File: src/logic/bdi_pkg.sv
// shared constants, types and template table for bundle decode and issue
package bdi_pkg;

  // ------------------------------------------------------------
  // bundle layout
  // ------------------------------------------------------------
  localparam int BUNDLE_W = 128;
  localparam int SLOTS = 3;
  localparam int SLOT_W = 41;
  localparam int TMPL_W = 5;
  localparam int TMPL_STOP_BIT = 0;
  localparam int TMPL_ARR_LSB = 1;
  localparam int ARR_W = 4;
  localparam int SLOT_LSB = TMPL_W;
  localparam int GUARD_LSB = 0;
  localparam int BUNDLE_BYTES = 16;

  // ------------------------------------------------------------
  // addresses and predicates
  // ------------------------------------------------------------
  localparam int ADDR_W = 64;
  localparam logic [63:0] RESET_VECTOR = 64'h0;
  localparam int PRED_N = 64;
  localparam int PRED_AW = 6;
  localparam int PRED_WR_PORTS = 2;
  localparam logic [5:0] ALWAYS_TRUE_PREDICATE = 6'h0;

  // ------------------------------------------------------------
  // slot arrangements
  // ------------------------------------------------------------
  localparam int ARR_N = 12;
  localparam logic [3:0] ARR_MLX = 4'h2;
  localparam logic [3:0] TEMPLATE_STOP_AFTER_FIRST = 4'h1;
  localparam logic [3:0] TEMPLATE_STOP_AFTER_SECOND = 4'h4;

  typedef enum logic [2:0] {
    UNIT_M = 3'h0,
    UNIT_I = 3'h1,
    UNIT_F = 3'h2,
    UNIT_B = 3'h3,
    UNIT_L = 3'h4,
    UNIT_X = 3'h5
  } bdi_unit_e;

  typedef struct packed {
    logic legal;
    logic [8:0] unit;
    logic [2:0] stops;
  } bdi_arr_s;

  typedef enum logic [1:0] {
    ST_EMPTY = 2'b00,
    ST_AT0 = 2'b01,
    ST_AT1 = 2'b11,
    ST_AT2 = 2'b10
  } bdi_state_e;

  // unit per slot (slot 0 lowest) and stops inside the bundle
  function automatic bdi_arr_s bdi_arrange(input logic [3:0] idx);
    bdi_arr_s a;
    a.legal = 1'b1;
    a.stops = 3'b000;
    unique case (idx)
      4'h0: a.unit = {UNIT_I, UNIT_I, UNIT_M};
      TEMPLATE_STOP_AFTER_FIRST: begin
        a.unit = {UNIT_I, UNIT_I, UNIT_M};
        a.stops = 3'b001;
      end
      ARR_MLX: a.unit = {UNIT_X, UNIT_L, UNIT_M};
      4'h3: a.unit = {UNIT_I, UNIT_M, UNIT_M};
      TEMPLATE_STOP_AFTER_SECOND: begin
        a.unit = {UNIT_I, UNIT_M, UNIT_M};
        a.stops = 3'b010;
      end
      4'h5: a.unit = {UNIT_I, UNIT_F, UNIT_M};
      4'h6: a.unit = {UNIT_F, UNIT_M, UNIT_M};
      4'h7: a.unit = {UNIT_B, UNIT_I, UNIT_M};
      4'h8: a.unit = {UNIT_B, UNIT_B, UNIT_M};
      4'h9: a.unit = {UNIT_B, UNIT_B, UNIT_B};
      4'ha: a.unit = {UNIT_B, UNIT_M, UNIT_M};
      4'hb: a.unit = {UNIT_B, UNIT_F, UNIT_M};
      default: begin
        a.legal = 1'b0;
        a.unit = 9'h0;
      end
    endcase
    return a;
  endfunction

endpackage

File: src/logic/bdi_pred_if.sv
// predicate file read and write port bundle
`timescale 1ns/100ps
interface bdi_pred_if;
  logic [bdi_pkg::SLOTS-1:0] rd_en;
  logic [bdi_pkg::SLOTS*bdi_pkg::PRED_AW-1:0] rd_addr;
  logic [bdi_pkg::SLOTS-1:0] rd_data;
  logic [bdi_pkg::PRED_WR_PORTS-1:0] wr_en;
  logic [bdi_pkg::PRED_WR_PORTS*bdi_pkg::PRED_AW-1:0] wr_addr;
  logic [bdi_pkg::PRED_WR_PORTS-1:0] wr_val;

  modport owner (
    input rd_en,
    input rd_addr,
    input wr_en,
    input wr_addr,
    input wr_val,
    output rd_data
  );

  modport user (
    output rd_en,
    output rd_addr,
    output wr_en,
    output wr_addr,
    output wr_val,
    input rd_data
  );
endinterface

File: src/logic/bdi_pred_file.sv
// predicate register file with registered read ports
`timescale 1ns/100ps
module bdi_pred_file #(
  parameter int N_PRED = bdi_pkg::PRED_N
) (
  input wire logic clk,
  input wire logic nrst,
  input wire logic ce,
  bdi_pred_if.owner pif
);

  localparam int AW = bdi_pkg::PRED_AW;
  localparam int WP = bdi_pkg::PRED_WR_PORTS;

  if (N_PRED != (1 << AW)) begin : g_chk
    $error("N_PRED must match the predicate address width");
  end

  logic [N_PRED-1:0] pbits;

  // ------------------------------------------------------------
  // storage
  // ------------------------------------------------------------
  // entry zero fixed
  assign pbits[0] = 1'b1;

  for (genvar i = 1; i < N_PRED; i++) begin : g_bit
    always_ff @(posedge clk or negedge nrst) begin
      if (!nrst) begin
        pbits[i] <= 1'b0;
      end else if (ce) begin
        for (int w = WP - 1; w >= 0; w--) begin
          if (pif.wr_en[w] && pif.wr_addr[w*AW +: AW] == AW'(i)) begin
            pbits[i] <= pif.wr_val[w];
          end
        end
      end
    end
  end

  // ------------------------------------------------------------
  // read ports
  // ------------------------------------------------------------
  for (genvar p = 0; p < bdi_pkg::SLOTS; p++) begin : g_rd
    always_ff @(posedge clk or negedge nrst) begin
      if (!nrst) begin
        pif.rd_data[p] <= 1'b0;
      end else if (ce) begin
        pif.rd_data[p] <= pif.rd_en[p] & pbits[pif.rd_addr[p*AW +: AW]];
      end
    end
  end

  // ------------------------------------------------------------
  // checks
  // ------------------------------------------------------------
  always_true_read_a: assert property (
    @(posedge clk) disable iff (!nrst)
    ce && pif.rd_en[0] && pif.rd_addr[AW-1:0] == 6'h0 |=> pif.rd_data[0])
    else $error("predicate zero did not read true");

  pred_write_kept_a: assert property (
    @(posedge clk) disable iff (!nrst)
    ce && pif.wr_en[0] && pif.wr_addr[AW-1:0] != 6'h0
      && !(pif.wr_en[1] && pif.wr_addr[2*AW-1:AW] == pif.wr_addr[AW-1:0])
    |=> pbits[$past(pif.wr_addr[AW-1:0])] == $past(pif.wr_val[0]))
    else $error("predicate write not stored");

endmodule

File: src/logic/bdi_decode_issue.sv
// bundle decode, group formation and predicated issue front end
`timescale 1ns/100ps
// Operation
// - bundle is 128 bits, three 41-bit slots
// - low five bits form the template field
// - twelve arrangements, each with/without final stop
// - two arrangements stop after slot zero/one
// - groups end at stops and taken branches
// - a group may issue over several cycles
// - true guard commits, false guard discards silently
// - compare results write predicate registers
// - bundles are little-endian in fetch bytes
// - fetch address and bundle pointer 64 bits
// - sixty-four one-bit predicate registers
// - predicate zero reads true, writes dropped
module bdi_decode_issue #(
  parameter int ISSUE_WIDTH = 2
) (
  input wire logic CLK,
  input wire logic NRST,
  input wire logic CE,
  output logic [bdi_pkg::ADDR_W-1:0] FETCH_ADDR,
  input wire logic FETCH_VALID,
  input wire logic [bdi_pkg::BUNDLE_W-1:0] FETCH_DATA,
  output logic FETCH_READY,
  input wire logic BRANCH_TAKEN,
  input wire logic [bdi_pkg::ADDR_W-1:0] BRANCH_TARGET,
  input wire logic ISSUE_READY,
  output logic ISSUE_VALID,
  output logic [bdi_pkg::SLOTS-1:0] ISSUE_MASK,
  output logic [bdi_pkg::SLOTS*bdi_pkg::SLOT_W-1:0] ISSUE_INSN,
  output logic [bdi_pkg::SLOTS*3-1:0] ISSUE_UNIT,
  output logic [bdi_pkg::SLOTS-1:0] ISSUE_COMMIT,
  output logic ISSUE_GROUP_START,
  output logic ISSUE_GROUP_END,
  output logic [bdi_pkg::ADDR_W-1:0] BUNDLE_PTR,
  output logic ILLEGAL_OP,
  input wire logic [bdi_pkg::PRED_WR_PORTS-1:0] PRED_WR_EN,
  input wire logic [bdi_pkg::PRED_WR_PORTS*bdi_pkg::PRED_AW-1:0] PRED_WR_ADDR,
  input wire logic [bdi_pkg::PRED_WR_PORTS-1:0] PRED_WR_VAL
);

  localparam int SW = bdi_pkg::SLOT_W;
  localparam int AW = bdi_pkg::PRED_AW;

  if (ISSUE_WIDTH < 2 || ISSUE_WIDTH > bdi_pkg::SLOTS) begin : g_chk
    $error("ISSUE_WIDTH must be 2 or 3");
  end

  bdi_pkg::bdi_state_e state;
  bdi_pkg::bdi_state_e next_state;
  logic [bdi_pkg::BUNDLE_W-1:0] bund;
  logic [bdi_pkg::ADDR_W-1:0] bptr;
  logic grp_new;
  bdi_pkg::bdi_arr_s arr;
  bdi_pkg::bdi_arr_s arr_in;
  logic [2:0] stops;
  logic [1:0] cur;
  logic [3:0] pick;
  logic issue_go;
  logic accept;
  logic legal_in;

  bdi_pred_if pif ();

  bdi_pred_file u_pred (
    .clk(CLK),
    .nrst(NRST),
    .ce(CE),
    .pif(pif.owner)
  );

  // ------------------------------------------------------------
  // template decode
  // ------------------------------------------------------------
  // template field taken
  assign arr = bdi_pkg::bdi_arrange(bund[bdi_pkg::TMPL_ARR_LSB +: 4]);
  assign arr_in = bdi_pkg::bdi_arrange(FETCH_DATA[bdi_pkg::TMPL_ARR_LSB +: 4]);
  assign legal_in = arr_in.legal;
  assign stops = {bund[bdi_pkg::TMPL_STOP_BIT], arr.stops[1:0]};

  always_comb begin
    unique case (state)
      bdi_pkg::ST_EMPTY: cur = 2'd0;
      bdi_pkg::ST_AT0: cur = 2'd0;
      bdi_pkg::ST_AT1: cur = 2'd1;
      bdi_pkg::ST_AT2: cur = 2'd2;
    endcase
  end

  // slots issued this cycle and whether a stop closes them
  function automatic logic [3:0] pick_slots(input logic [1:0] c,
                                            input logic [2:0] st,
                                            input logic lx);
    logic [2:0] m;
    logic ge;
    logic open;
    int n;
    m = 3'b000;
    ge = 1'b0;
    open = 1'b1;
    n = 0;
    for (int s = 0; s < 3; s++) begin
      if (s >= int'(c) && open && n < ISSUE_WIDTH) begin
        m[s] = 1'b1;
        n = n + 1;
        if (st[s]) begin
          open = 1'b0;
          ge = 1'b1;
        end
      end
    end
    if (lx && m[1] && !m[2]) begin
      m[1] = 1'b0;
    end
    return {ge, m};
  endfunction

  assign pick = pick_slots(cur, stops,
                           bund[bdi_pkg::TMPL_ARR_LSB +: 4] == bdi_pkg::ARR_MLX);

  // ------------------------------------------------------------
  // handshakes
  // ------------------------------------------------------------
  assign issue_go = CE && state != bdi_pkg::ST_EMPTY && ISSUE_READY
                    && !BRANCH_TAKEN;
  assign FETCH_READY = CE && !BRANCH_TAKEN
                       && (state == bdi_pkg::ST_EMPTY || (issue_go && pick[2]));
  assign accept = FETCH_VALID && FETCH_READY;

  always_comb begin
    next_state = state;
    if (BRANCH_TAKEN) begin
      next_state = bdi_pkg::ST_EMPTY;
    end else if (accept) begin
      next_state = legal_in ? bdi_pkg::ST_AT0 : bdi_pkg::ST_EMPTY;
    end else if (issue_go) begin
      if (pick[2]) begin
        next_state = bdi_pkg::ST_EMPTY;
      end else if (pick[1]) begin
        next_state = bdi_pkg::ST_AT2;
      end else begin
        next_state = bdi_pkg::ST_AT1;
      end
    end
  end

  // ------------------------------------------------------------
  // bundle holding and fetch address
  // ------------------------------------------------------------
  always_ff @(posedge CLK or negedge NRST) begin
    if (!NRST) begin
      state <= bdi_pkg::ST_EMPTY;
    end else if (CE) begin
      state <= next_state;
    end
  end

  always_ff @(posedge CLK or negedge NRST) begin
    if (!NRST) begin
      bund <= '0;
      bptr <= bdi_pkg::RESET_VECTOR;
    end else if (accept && legal_in) begin
      bund <= FETCH_DATA;
      bptr <= FETCH_ADDR;
    end
  end

  always_ff @(posedge CLK or negedge NRST) begin
    if (!NRST) begin
      FETCH_ADDR <= bdi_pkg::RESET_VECTOR;
    end else if (CE && BRANCH_TAKEN) begin
      FETCH_ADDR <= BRANCH_TARGET;
    end else if (accept) begin
      FETCH_ADDR <= FETCH_ADDR + 64'(bdi_pkg::BUNDLE_BYTES);
    end
  end

  always_ff @(posedge CLK or negedge NRST) begin
    if (!NRST) begin
      ILLEGAL_OP <= 1'b0;
    end else if (CE) begin
      ILLEGAL_OP <= accept && !legal_in;
    end
  end

  // ------------------------------------------------------------
  // group tracking and issue
  // ------------------------------------------------------------
  // group closes at stop or branch
  always_ff @(posedge CLK or negedge NRST) begin
    if (!NRST) begin
      grp_new <= 1'b1;
    end else if (CE) begin
      if (BRANCH_TAKEN) begin
        grp_new <= 1'b1;
      end else if (issue_go) begin
        grp_new <= pick[3];
      end
    end
  end

  always_ff @(posedge CLK or negedge NRST) begin
    if (!NRST) begin
      ISSUE_VALID <= 1'b0;
      ISSUE_MASK <= 3'h0;
      ISSUE_GROUP_START <= 1'b0;
      ISSUE_GROUP_END <= 1'b0;
      BUNDLE_PTR <= bdi_pkg::RESET_VECTOR;
    end else if (CE) begin
      ISSUE_VALID <= issue_go;
      ISSUE_MASK <= issue_go ? pick[2:0] : 3'h0;
      ISSUE_GROUP_START <= issue_go && grp_new;
      ISSUE_GROUP_END <= issue_go && pick[3];
      if (issue_go) begin
        BUNDLE_PTR <= bptr;
      end
    end
  end

  for (genvar s = 0; s < bdi_pkg::SLOTS; s++) begin : g_slot
    always_ff @(posedge CLK or negedge NRST) begin
      if (!NRST) begin
        ISSUE_INSN[s*SW +: SW] <= '0;
        ISSUE_UNIT[s*3 +: 3] <= 3'h0;
      end else if (issue_go) begin
        ISSUE_INSN[s*SW +: SW] <= bund[bdi_pkg::SLOT_LSB + s*SW +: SW];
        ISSUE_UNIT[s*3 +: 3] <= arr.unit[s*3 +: 3];
      end
    end
    assign pif.rd_en[s] = issue_go && pick[s];
    assign pif.rd_addr[s*AW +: AW] =
      bund[bdi_pkg::SLOT_LSB + s*SW + bdi_pkg::GUARD_LSB +: AW];
  end

  assign pif.wr_en = PRED_WR_EN & {bdi_pkg::PRED_WR_PORTS{CE}};
  assign pif.wr_addr = PRED_WR_ADDR;
  assign pif.wr_val = PRED_WR_VAL;
  assign ISSUE_COMMIT = pif.rd_data;

  // ------------------------------------------------------------
  // checks
  // ------------------------------------------------------------
  // branch pending until next issue
  logic since_branch;
  always_ff @(posedge CLK or negedge NRST) begin
    if (!NRST) begin
      since_branch <= 1'b0;
    end else if (CE) begin
      since_branch <= BRANCH_TAKEN || (since_branch && !issue_go);
    end
  end

  illegal_not_issued_a: assert property (
    @(posedge CLK) disable iff (!NRST)
    accept && !legal_in && !BRANCH_TAKEN
    |=> ILLEGAL_OP && state == bdi_pkg::ST_EMPTY
      ##1 (!ISSUE_VALID || !$past(CE)))
    else $error("illegal template dispatched");
  issue_width_a: assert property (
    @(posedge CLK) disable iff (!NRST)
    ISSUE_VALID |-> $countones(ISSUE_MASK) <= ISSUE_WIDTH)
    else $error("too many slots issued");
  stop_first_a: assert property (
    @(posedge CLK) disable iff (!NRST)
    issue_go && cur == 2'd0
      && bund[bdi_pkg::TMPL_ARR_LSB +: 4] == bdi_pkg::TEMPLATE_STOP_AFTER_FIRST
    |=> ISSUE_MASK == 3'b001 && ISSUE_GROUP_END)
    else $error("mid stop after first slot missed");
  final_stop_a: assert property (
    @(posedge CLK) disable iff (!NRST)
    issue_go && pick[2] |=>
      ISSUE_GROUP_END == $past(bund[bdi_pkg::TMPL_STOP_BIT]))
    else $error("final stop bit not honoured");
  group_restart_a: assert property (
    @(posedge CLK) disable iff (!NRST)
    issue_go && since_branch |=> ISSUE_GROUP_START)
    else $error("taken branch did not end the group");

  fetch_step_a: assert property (
    @(posedge CLK) disable iff (!NRST)
    accept |=> FETCH_ADDR == $past(FETCH_ADDR) + 64'(bdi_pkg::BUNDLE_BYTES))
    else $error("fetch address did not step one bundle");
  redirect_a: assert property (
    @(posedge CLK) disable iff (!NRST)
    CE && BRANCH_TAKEN |=> FETCH_ADDR == $past(BRANCH_TARGET)
      && state == bdi_pkg::ST_EMPTY && !ISSUE_VALID)
    else $error("taken branch not redirected");
  commit_in_mask_a: assert property (
    @(posedge CLK) disable iff (!NRST)
    ISSUE_VALID |-> (ISSUE_COMMIT & ~ISSUE_MASK) == 3'h0)
    else $error("commit outside issued slots");
  slot_zero_a: assert property (
    @(posedge CLK) disable iff (!NRST)
    issue_go |=> ISSUE_INSN[SW-1:0] == $past(bund[bdi_pkg::SLOT_LSB +: SW]))
    else $error("slot zero misplaced");

  mid_stop_c: cover property (@(posedge CLK) disable iff (!NRST)
    ISSUE_VALID && ISSUE_GROUP_END && !ISSUE_MASK[2]);
  illegal_c: cover property (@(posedge CLK) disable iff (!NRST) ILLEGAL_OP);
  branch_hold_c: cover property (@(posedge CLK) disable iff (!NRST)
    BRANCH_TAKEN && state != bdi_pkg::ST_EMPTY);
  span_c: cover property (@(posedge CLK) disable iff (!NRST)
    ISSUE_VALID && ISSUE_MASK[0] && !ISSUE_GROUP_START);

endmodule

File: config.mk
export PLATFORM = sky130hd
export DESIGN_NAME = bdi_decode_issue
export DESIGN_NICKNAME = d
export VERILOG_FILES = /design/src/logic/bdi_pkg.sv /design/src/logic/bdi_pred_if.sv /design/src/logic/bdi_pred_file.sv /design/src/logic/bdi_decode_issue.sv
export SDC_FILE = /design/constraint.sdc
export NUM_CORES = 1
export LEC_CHECK = 0
export BUFFER_PORTS_ARGS = -buffer_cell sky130_fd_sc_hd__buf_2
export CORE_UTILIZATION = 32
export DETAILED_ROUTE_END_ITERATION = 8
export SLEW_MARGIN = 25
export SYNTH_ARGS = -nofsm -noshare
export SYNTH_HDL_FRONTEND = slang
export SYNTH_HIERARCHICAL = 1
export SYNTH_SLANG_ARGS = --single-unit
File: constraint.sdc
create_clock -name CLK -period 5.1 [get_ports CLK]
set_clock_uncertainty 0.15 [all_clocks]
set_input_delay 0.51 -clock CLK [delete_from_list [all_inputs] [get_ports CLK]]
set_output_delay 0.51 -clock CLK [all_outputs]
set_load 0.01 [all_outputs]
# Yosys cells after proc, flatten, opt, wreduce, memory -nomap -nowiden

Cells that the tools add are included.

Add/sub/neg operators: 2
Order comparisons: 8
Equality and inequality tests: 151
Muxes and demuxes: 163
Bitwise gates (word level): 4
Reduce and logical (&&, ||, !) cells: 290

Operators by type and width:

| kind                                                                  | number |
|---|---|
| 6-bit == test, second input constant                                  | 64 |
| 6-bit by 5-bit == test with 1-bit output, second input constant       | 32 |
| 1-bit two-way mux                                                     | 149 |
| 1-bit logical AND                                                     | 146 |
| 2-bit AND reduction                                                   | 66 |
| 2-bit nonzero test                                                    | 66 |
| 64-bit two-way mux                                                    | 2 |
| 6-bit by 4-bit == test with 1-bit output, second input constant       | 16 |
| 9-bit case mux with 10 select lines                                   | 1 |
| 64-bit by 5-bit adder with 64-bit output, second input constant       | 1 |
| 32-bit by 3-bit < comparator with 1-bit output, second input constant | 2 |
| 6-bit by 3-bit == test with 1-bit output, second input constant       | 8 |
| 32-bit by 2-bit adder with 32-bit output, second input constant       | 1 |
| 4-bit by 3-bit == test with 1-bit output, second input constant       | 8 |
| 4-bit == test, second input constant                                  | 8 |
| 32-bit two-way mux                                                    | 1 |
| 6-bit by 2-bit == test with 1-bit output, second input constant       | 4 |
| 6-bit by 7-bit < comparator with 1-bit output, second input constant  | 3 |
| 1-bit binary-select mux with 6-bit select                             | 3 |
| 4-bit by 2-bit == test with 1-bit output, second input constant       | 4 |
| 6-bit by 1-bit == test with 1-bit output, second input constant       | 2 |
| 12-bit OR reduction                                                   | 1 |
| 4-bit by 1-bit == test with 1-bit output, second input constant       | 2 |
| 4-bit zero test                                                       | 2 |
| other kinds (15)                                                      | 26 |

Bits in registers: 528
Input bits: 214
Output and inout port bits: 271

# Depth between registers and ports, before layout

Gate-level depths: netlist (run 1).

Depth after elaboration: 19
Gate-level depth with buffers: 10

# By module

Netlist (run 1), hierarchy kept.

Modules (own cells, without submodules):

| module           | times used | cells each | area an instance (µm²) | sequential area each (µm²) |
|---|---|---|---|---|
| bdi_decode_issue | 1          | 1,723      | 18,541.5               | 11,487.3 |
| bdi_pred_file    | 1          | 653        | 5,838.1                | 1,651.6 |

# Worst setup path before layout (run 1)

Ideal clock, no wire load.

Kind: reg2reg
Start: reg state[1]
End: reg bptr[35] in the netlist's numbering
Arrival time: 2,146 ps
Data required time: 4,822 ps
Path slack: 2,676 ps
Cell stages (with the launch flop): 9
Period minus slack after synthesis: 2,424 ps
Cell sequence: dfrtp_1 > or2_1 > a221oi_2 > and2_1 > buf_4 > nand2_4 > buf_2 > buf_4 > mux2_1

Cells in the longest elaborated chain, start to end: 16
Elaborated cells on any way between the ends: 31

Ends and longest elaborated chain:

| what                                                                                | RTL line                                        | RTL |
|---|---|---|
| start: declaration                                                                  | bdi_decode_issue.sv:50                          | `bdi_pkg::bdi_state_e state;` |
| start signal: assignment                                                            | bdi_decode_issue.sv:153                         | `state <= bdi_pkg::ST_EMPTY;` |
| start signal: assignment                                                            | bdi_decode_issue.sv:155                         | `state <= next_state;` |
| 2-bit by 1-bit == test with 1-bit output or 2-bit zero test (tied branches)         | bdi_decode_issue.sv:83, bdi_decode_issue.sv:128 |  |
| 2-bit OR reduction (no source line)                                                 | n/a                                             |  |
| 2-bit case mux with 3 select lines                                                  | bdi_decode_issue.sv:83                          | `unique case (state)` |
| 1-bit by 2-bit greater-or-equal comparator with 1-bit output                        | bdi_decode_issue.sv:104                         | `if (s >= int'(c) && open && n < ISSUE_WIDTH) begin` |
| 1-bit two-way mux                                                                   | bdi_decode_issue.sv:104                         |  |
| 32-bit by 3-bit < comparator with 1-bit output or 1-bit logical AND (tied branches) | bdi_decode_issue.sv:104                         |  |
| 1-bit logical AND                                                                   | bdi_decode_issue.sv:104                         |  |
| 32-bit two-way mux or 1-bit two-way mux (tied branches)                             | bdi_decode_issue.sv:104                         |  |
| 32-bit by 3-bit < comparator with 1-bit output or 1-bit logical AND (tied branches) | bdi_decode_issue.sv:104                         |  |
| 1-bit logical AND                                                                   | bdi_decode_issue.sv:104                         |  |
| 1-bit two-way mux                                                                   | bdi_decode_issue.sv:104                         |  |
| 1-bit logical AND                                                                   | bdi_decode_issue.sv:128                         | `&& (state == bdi_pkg::ST_EMPTY \|\| (issue_go && pick[2]));` |
| 1-bit logical OR *                                                                  | bdi_decode_issue.sv:128                         |  |
| 1-bit logical AND *                                                                 | bdi_decode_issue.sv:128                         |  |
| named net FETCH_READY                                                               | bdi_decode_issue.sv:25                          | `output logic FETCH_READY,` |
| 1-bit logical AND *                                                                 | bdi_decode_issue.sv:129                         | `assign accept = FETCH_VALID && FETCH_READY;` |
| 1-bit logical AND *                                                                 | bdi_decode_issue.sv:163                         | `end else if (accept && legal_in) begin` |
| end signal: assignment                                                              | bdi_decode_issue.sv:162                         | `bptr <= bdi_pkg::RESET_VECTOR;` |
| end: declaration                                                                    | bdi_decode_issue.sv:53                          | `logic [bdi_pkg::ADDR_W-1:0] bptr;` |

Mark *: on every way through the listed nets, which the timed path passes. The rest lies on a longest branch.
A chain may end at the register's enable or synchronous reset.

# Worst setup path after layout (run 1)

Start: reg bund[3] in the netlist's numbering
End: reg bund[35] in the netlist's numbering

Cells in the longest elaborated chain, start to end: 15
Elaborated cells on any way between the ends: 19

Ends and longest elaborated chain:

| what                                                                                                 | RTL line                | RTL |
|---|---|---|
| start: declaration                                                                                   | bdi_decode_issue.sv:52  | `logic [bdi_pkg::BUNDLE_W-1:0] bund;` |
| start signal: assignment                                                                             | bdi_decode_issue.sv:161 | `bund <= '0;` |
| start signal: assignment                                                                             | bdi_decode_issue.sv:164 | `bund <= FETCH_DATA;` |
| 4-bit by 3-bit == test with 1-bit output or 4-bit by 1-bit == test with 1-bit output (tied branches) | bdi_pkg.sv:63           | `unique case (idx)` |
| 2-bit case mux with 2 select lines *                                                                 | bdi_pkg.sv:63           |  |
| 1-bit two-way mux                                                                                    | bdi_decode_issue.sv:107 | `if (st[s]) begin` |
| 1-bit two-way mux                                                                                    | bdi_decode_issue.sv:104 |  |
| 1-bit logical AND (2 in series)                                                                      | bdi_decode_issue.sv:104 |  |
| 32-bit two-way mux or 1-bit two-way mux (tied branches)                                              | bdi_decode_issue.sv:104 |  |
| 32-bit by 3-bit < comparator with 1-bit output or 1-bit logical AND (tied branches)                  | bdi_decode_issue.sv:104 |  |
| 1-bit logical AND *                                                                                  | bdi_decode_issue.sv:104 |  |
| 1-bit two-way mux *                                                                                  | bdi_decode_issue.sv:104 |  |
| 1-bit logical AND *                                                                                  | bdi_decode_issue.sv:128 |  |
| 1-bit logical OR *                                                                                   | bdi_decode_issue.sv:128 |  |
| 1-bit logical AND *                                                                                  | bdi_decode_issue.sv:128 |  |
| 1-bit logical AND *                                                                                  | bdi_decode_issue.sv:129 |  |
| 1-bit logical AND *                                                                                  | bdi_decode_issue.sv:163 |  |

Mark *: on every way between the ends. The rest lies on a longest branch, timed or not.

==> results of run 1 <==
## tightest hold or removal path, stage by stage
cell and delay (ns):
buf_2 0.10, nand2_1 0.04, o21ai_0 0.08
## cells by family (layout without fill, tap and decap cells)
| logic type | Yosys count | after routing |
|---|---|---|
| AND/OR/NAND/NOR | 991 | 991 |
| flip-flops | 525 | 525 |
| AO/OA/AOI/OAI | 318 | 318 |
| multiplexers | 315 | 315 |
| buffers and inverters | 170 | 814 |
| XOR/XNOR | 55 | 55 |
| adder cells (fa/ha/maj) | 1 | 1 |
| other | 1 | 6 |
## stage by stage
stage | std cells | util [%]
2_1_floorplan | 2376 | -
3_3_place_gp | 3692 | 36.8
3_5_place_dp | 3694 | 36.9
4_1_cts | 3989 | 42.1
5_1_grt | 3992 | 42.1
6_report | 3994 | 42.1
## flip-flops by register name, summed over array words and instances (netlist names)
register	cells
ISSUE_MASK	3
ISSUE_VALID	1
ISSUE_GROUP_START	1
ILLEGAL_OP	1
u_pred/pbits	63
bptr	64
BUNDLE_PTR	64
FETCH_ADDR	64
bund	128
ISSUE_INSN	123
u_pred/pif.rd_data	3
grp_new	1
ISSUE_GROUP_END	1
ISSUE_UNIT	6
state	2
## layer usage
layer / wire length, µm / GRT usage, %
met1: 34300 / 27.0
met2: 36200 / 31.5
met4: 2530 / 6.80
met5: 57 / 0
met3: 5010 / 4.05
## cell usage in the layout, fill, tap and decap left out, types with 45 or more instances in the layout
cell / n
nor2_1: 123
dfrtp_1: 522
nand2_1: 689
a21oi_1: 76
o21ai_0: 54
mux2_1: 97
clkbuf_16: 58
buf_2: 481
nand3_1: 45
mux2_2: 93
o22ai_1: 64
a31oi_1: 73
dlygate4sd3_1: 188
mux2i_1: 89
## power breakdown
group | switching (W) | internal [W] | leakage (nW)
clock network | 0.00186 | 0.00258 | 0.989
registers | 0.00110 | 0.00547 | 6.60
logic | 0.00181 | 0.00169 | 7.20
total | 0.00477 | 0.00974 | 14.8
## final cells by class
class                   instances  area (µm²)
well taps                     969        1210
clock inverters                34         440
fillers                      7203       43400
clock buffers                  73        1620
diodes                          5        12.5
inverters                      11        41.3
flip-flops and latches        525       13100
multi-input cells            1681       10500
repair buffers                696        4600
## path summary, 6_finish.rpt
path | startpoint | end | slack [ns] | depth (start not counted)
worst min-delay path | BRANCH_TARGET[38] | FETCH_ADDR[38] | 0.03 | 3
worst max register to register | bund[3] | bund[35] | 1.71 | 6
worst min register to register | bptr[28] | BUNDLE_PTR[28] | 0.28 | 2
max in group asynchronous | NRST | u_pred/pbits[24] | 3.16 | 3
worst max-delay path | bund[3] | bund[35] | 1.71 | 6
min in group asynchronous | NRST | bund[32] | 0.42 | 2
==> results.yml, run 1 <==
setup_path:
  arrival_ns: 3.73
  worst-path-buf-inv: 1
  max_stage_delay_ns: 0.62
  critPathCaptureType: "register"
  timing.critical_path.max_delay_family: "simple AND/OR/NAND/NOR gates"
  crit_fanout: 97
  slowest_stage: "nand2_8"
  path_cells: "nor3b_1, a221oi_2, and2_1, nand2_8, buf_4, mux2_2"
  required_ns: 5.44
  cp-start-kind: "register"
  setup.worst_path.class: "reg2reg"
sta:
  worstMarginPinSlew_ns: 1.01
  hold_violations: 0
  setup_tns_ns: 0
  fin_hold_ws_ns: 0.0340
  slew_headroom_pct: 32.5
  period_share_pct: 66.5
  max_freq_ghz: 0.295
  slew_viol_final: 0
  finalWorstSetupSlack_ns: 1.71
  post-route-min-period_ns: 3.39
  rsz0062_at_grt: "false"
  finalSetupViolations: 0
synth:
  synthSimpleGateAreaFrac_pct: 17.3
  ys_ff_latch: 525
  yosysTopAreaCell: "dfrtp_1"
  synth_xor_area_share_pct: 1.98
  syn_inst: 2376
  synth_top_family_by_area: "simple AND/OR/NAND/NOR gates"
  synth_edf_count: 0
  synthMuxAreaShare_pct: 15.8
  synth_fa_ha_area_share_pct: 0.0513
  syn_nets: 2591
  synthTopCellsByArea: "dfrtp_1 54%, nand2_1 11%, mux2_1 4.5%"
  synth.cell_area_mm2: 0.0244
  syn_area_per_cell_um2: 10.3
  synth_warnings: 6
  synth_top_flop_cell: "dfrtp_1"
  synth_compound_area_share_pct: 7.91
  synthArstFlopShare_pct: 100
  ys_seq_area_share_pct: 53.9
  yosysMostFrequentCell: "nand2_1"
  yosys.cell_types.count: 68
  synth.top_cell.area_share_pct: 53.8
  yosys-top-cells-count: "690 x nand2_1, 524 x dfrtp_1, 123 x nor2_1"
grt:
  grt_pass1_wl_um: 121000
  overflow: 0
  globalRouteTotalUtil_pct: 19.9
  grt_pass1_vias: 20100
  grt_max_degree: 116
  antenna_found_initial: 10
route:
  drt-vias-per-instance: 5.08
  first_pass_iters: 7
  drc_errors: 0
  routedWlPerCell_um: 19.5
  vias: 20300
  routed_wl_um: 78100
  drt_iter0_drc: 1748
  detail-route-antenna-nets: 0
clock_network:
  cts_resized: 0
  ctsHoldBuffers: 188
  cts_sinks: 525
  cts_setup_buffers: 0
  cts_tree: "done"
  numCtsBuffers: 58
  clk_pin_slew_ns: 0.06
  clk_latency_ns: 0.64
  clock_path_buffers: 3
  htreeDepth: 2
  root_buffer: "clkbuf_16"
run:
  cap_violations: 0
floorplanning:
  die-area_mm2: 0.0773
  fp.coreArea_mm2: 0.0749
  die_height_um: 278
  rows: 100
  die_w_um: 278
  io_pins: 485
  start_util_pct: 32.5
pwr:
  finalPower_w: 0.0145
  total_leakage_power_nw: 14.8
  peakVddDrop_v: 0.000311
  power.density_mw_per_mm2: 459
placed_design:
  dpl_cell_area_mm2: 0.0276
  dp_slack_ns: 1.70
  detailed_place_hpwl_um: 52400
  place_congestion: 0.850
  io_buffers: 483
finish:
  nets: 3188
  drive_gt1_share_pct: 25.2
  syn_to_final_growth_pct: 29.6
  stdcell_area_mm2: 0.0316
min_path:
  holdCritPathClass: "in2reg"
run_status:
  status: "completed"
(Power assumes the default switching activity.)
==> inputs of run 2 (changes only) <==
==> constraint.sdc (replaced) <==
create_clock -name CLK -period 3 [get_ports CLK]
set_clock_uncertainty 0.15 [all_clocks]
set_input_delay 0.3 -clock CLK [delete_from_list [all_inputs] [get_ports CLK]]
set_output_delay 0.3 -clock CLK [all_outputs]
set_load 0.01 [all_outputs]
==> results.yml, run 2 (synthesis gave the netlist of run 1 again) <==
placed_design:
  io_buffers: 483
  place_congestion: 0.883
  dpl_cell_area_mm2: 0.0281
  detailed_place_hpwl_um: 54600
  dp_slack_ns: 0.150
setup_path:
  crit_cells: 6
  critPathCaptureType: "register"
  worst-path-buf-inv: 1
  crit_fanout: 42
  arrival_ns: 3.04
  setup.worst_path.class: "reg2reg"
  r2r_cells: 6
  slowest_stage: "dfrtp_1"
  timing.critical_path.max_delay_family: "simple AND/OR/NAND/NOR gates"
  required_ns: 3.34
  max_stage_delay_ns: 0.40
  path_cells: "or2_1, a221oi_2, and2_1, nand2_8, buf_12, mux2_1"
  cp-start-kind: "register"
sta:
  finalSetupViolations: 0
  period_share_pct: 90.1
  rsz0062_at_grt: "false"
  finalWorstSetupSlack_ns: 0.296
  slew_headroom_pct: 34.1
  max_freq_ghz: 0.370
  slew_viol_final: 0
  worstMarginPinSlew_ns: 0.989
  post-route-min-period_ns: 2.70
  setup_tns_ns: 0
  hold_violations: 0
pwr:
  power.density_mw_per_mm2: 771
  peakVddDrop_v: 0.000559
  total_leakage_power_nw: 15.1
finish:
  nets: 3234
  multi_input_area_mm2: 0.0105
  most-common-layout-cells: "689 x nand2_1, 524 x dfrtp_1, 481 x buf_2, 199 x dlygate4sd3_1, 123 x nor2_1"
  largest_reg_flops: 128
  largest_register: "bund"
  syn_to_final_growth_pct: 31.6
  final_common_cell: "nand2_1"
  stdcell_area_mm2: 0.0321
  largestRegisters: "bund (128), ISSUE_INSN (123)"
  regArea_mm2: 0.0131
  nFillCells: 7203
  drive_gt1_share_pct: 25.7
route:
  drc_errors: 0
  routed_wl_um: 78700
  routedWlPerCell_um: 19.5
  drt_iter0_drc: 1510
  vias: 20400
  first_pass_iters: 5
  detail-route-antenna-nets: 0
  drt-vias-per-instance: 5.05
run:
  cap_violations: 0
floorplanning:
  fp.coreArea_mm2: 0.0749
  io_pins: 485
  die-area_mm2: 0.0773
  rows: 100
  die_w_um: 278
  die_height_um: 278
  start_util_pct: 32.5
clock_network:
  clk_pin_slew_ns: 0.06
  root_buffer: "clkbuf_16"
  cts_setup_buffers: 0
  htreeDepth: 2
  cts_sinks: 525
  cts_tree: "done"
  clk_latency_ns: 0.63
  clock_path_buffers: 3
  numCtsBuffers: 58
min_path:
  min_path_cells: 3
  holdCritPathClass: "in2reg"
grt:
  antenna_found_initial: 10
  globalRouteTotalUtil_pct: 20.1
  grt_pass1_wl_um: 122000
  grt_max_degree: 150
  grt_pass1_vias: 20300
  overflow: 0
run_status:
  status: "completed"
run 2: metal layers:
layer,track usage (%),vias to the layer above,routed length (µm)
met5,0,-,32
met4,6.81,6,2580
met3,3.69,151,4860
met2,31.8,672,36400
met1,27.6,10100,34800
li1,-,9516,-
run 2: layout make-up:
| cell class | count | area share, % |
|---|---|---|
| sequential | 525 | 40.9 |
| multi-input combinational | 1681 | 32.8 |
| timing repair buffer | 742 | 16.0 |
| clock buffer | 81 | 5.30 |
| tap | 969 | 3.78 |
| clock inverter | 24 | 0.979 |
| inverter | 11 | 0.129 |
| antenna | 6 | 0.0468 |
run 2: worst min-delay path, delay by kind of cell:
kind                   cells  cell delay [ns]
AO/OA/AOI/OAI              2             0.30
buffers and inverters      1             0.18
run 2: power breakdown:
part / switching [W] / internal (W) / leakage, nW
clock network: 0.00305 / 0.00446 / 0.989
registers: 0.00181 / 0.00931 / 6.60
logic: 0.00314 / 0.00298 / 7.48
run 2: worst paths after layout:
check,from,endpoint,slack (ns)
hold reg to reg,bund[21],ISSUE_INSN[16],0.31
min in group asynchronous,NRST,bund[32],0.07
setup / recovery,state[0],bund[75],0.30
max in group asynchronous,NRST,BUNDLE_PTR[51],1.77
hold / removal,CE,state[1],0.05
setup reg to reg,state[0],bund[75],0.30
run 2: timing repair:
| item | 4_1_cts | 5_1_grt |
|---|---|---|
| hold endpoints to repair | 384 | 0 |
| setup endpoints to repair | 0 | 2 |
| resized for setup | 0 | 1 |
| hold buffers | 199 | 0 |
run 2: metrics by stage:
step / hold WS, ns / total power (W) / utilization [%] / instances
2_1_floorplan: -0.146 / 0.0142 / - / 2376
3_3_place_gp: 0.165 / 0.0170 / 37.5 / 3729
3_5_place_dp: 0.166 / 0.0171 / 37.5 / 3729
4_1_cts: 0.00730 / 0.0250 / 42.8 / 4033
5_1_grt: 0.0385 / 0.0261 / 42.8 / 4037
6_report: 0.0477 / 0.0248 / 42.8 / 4039
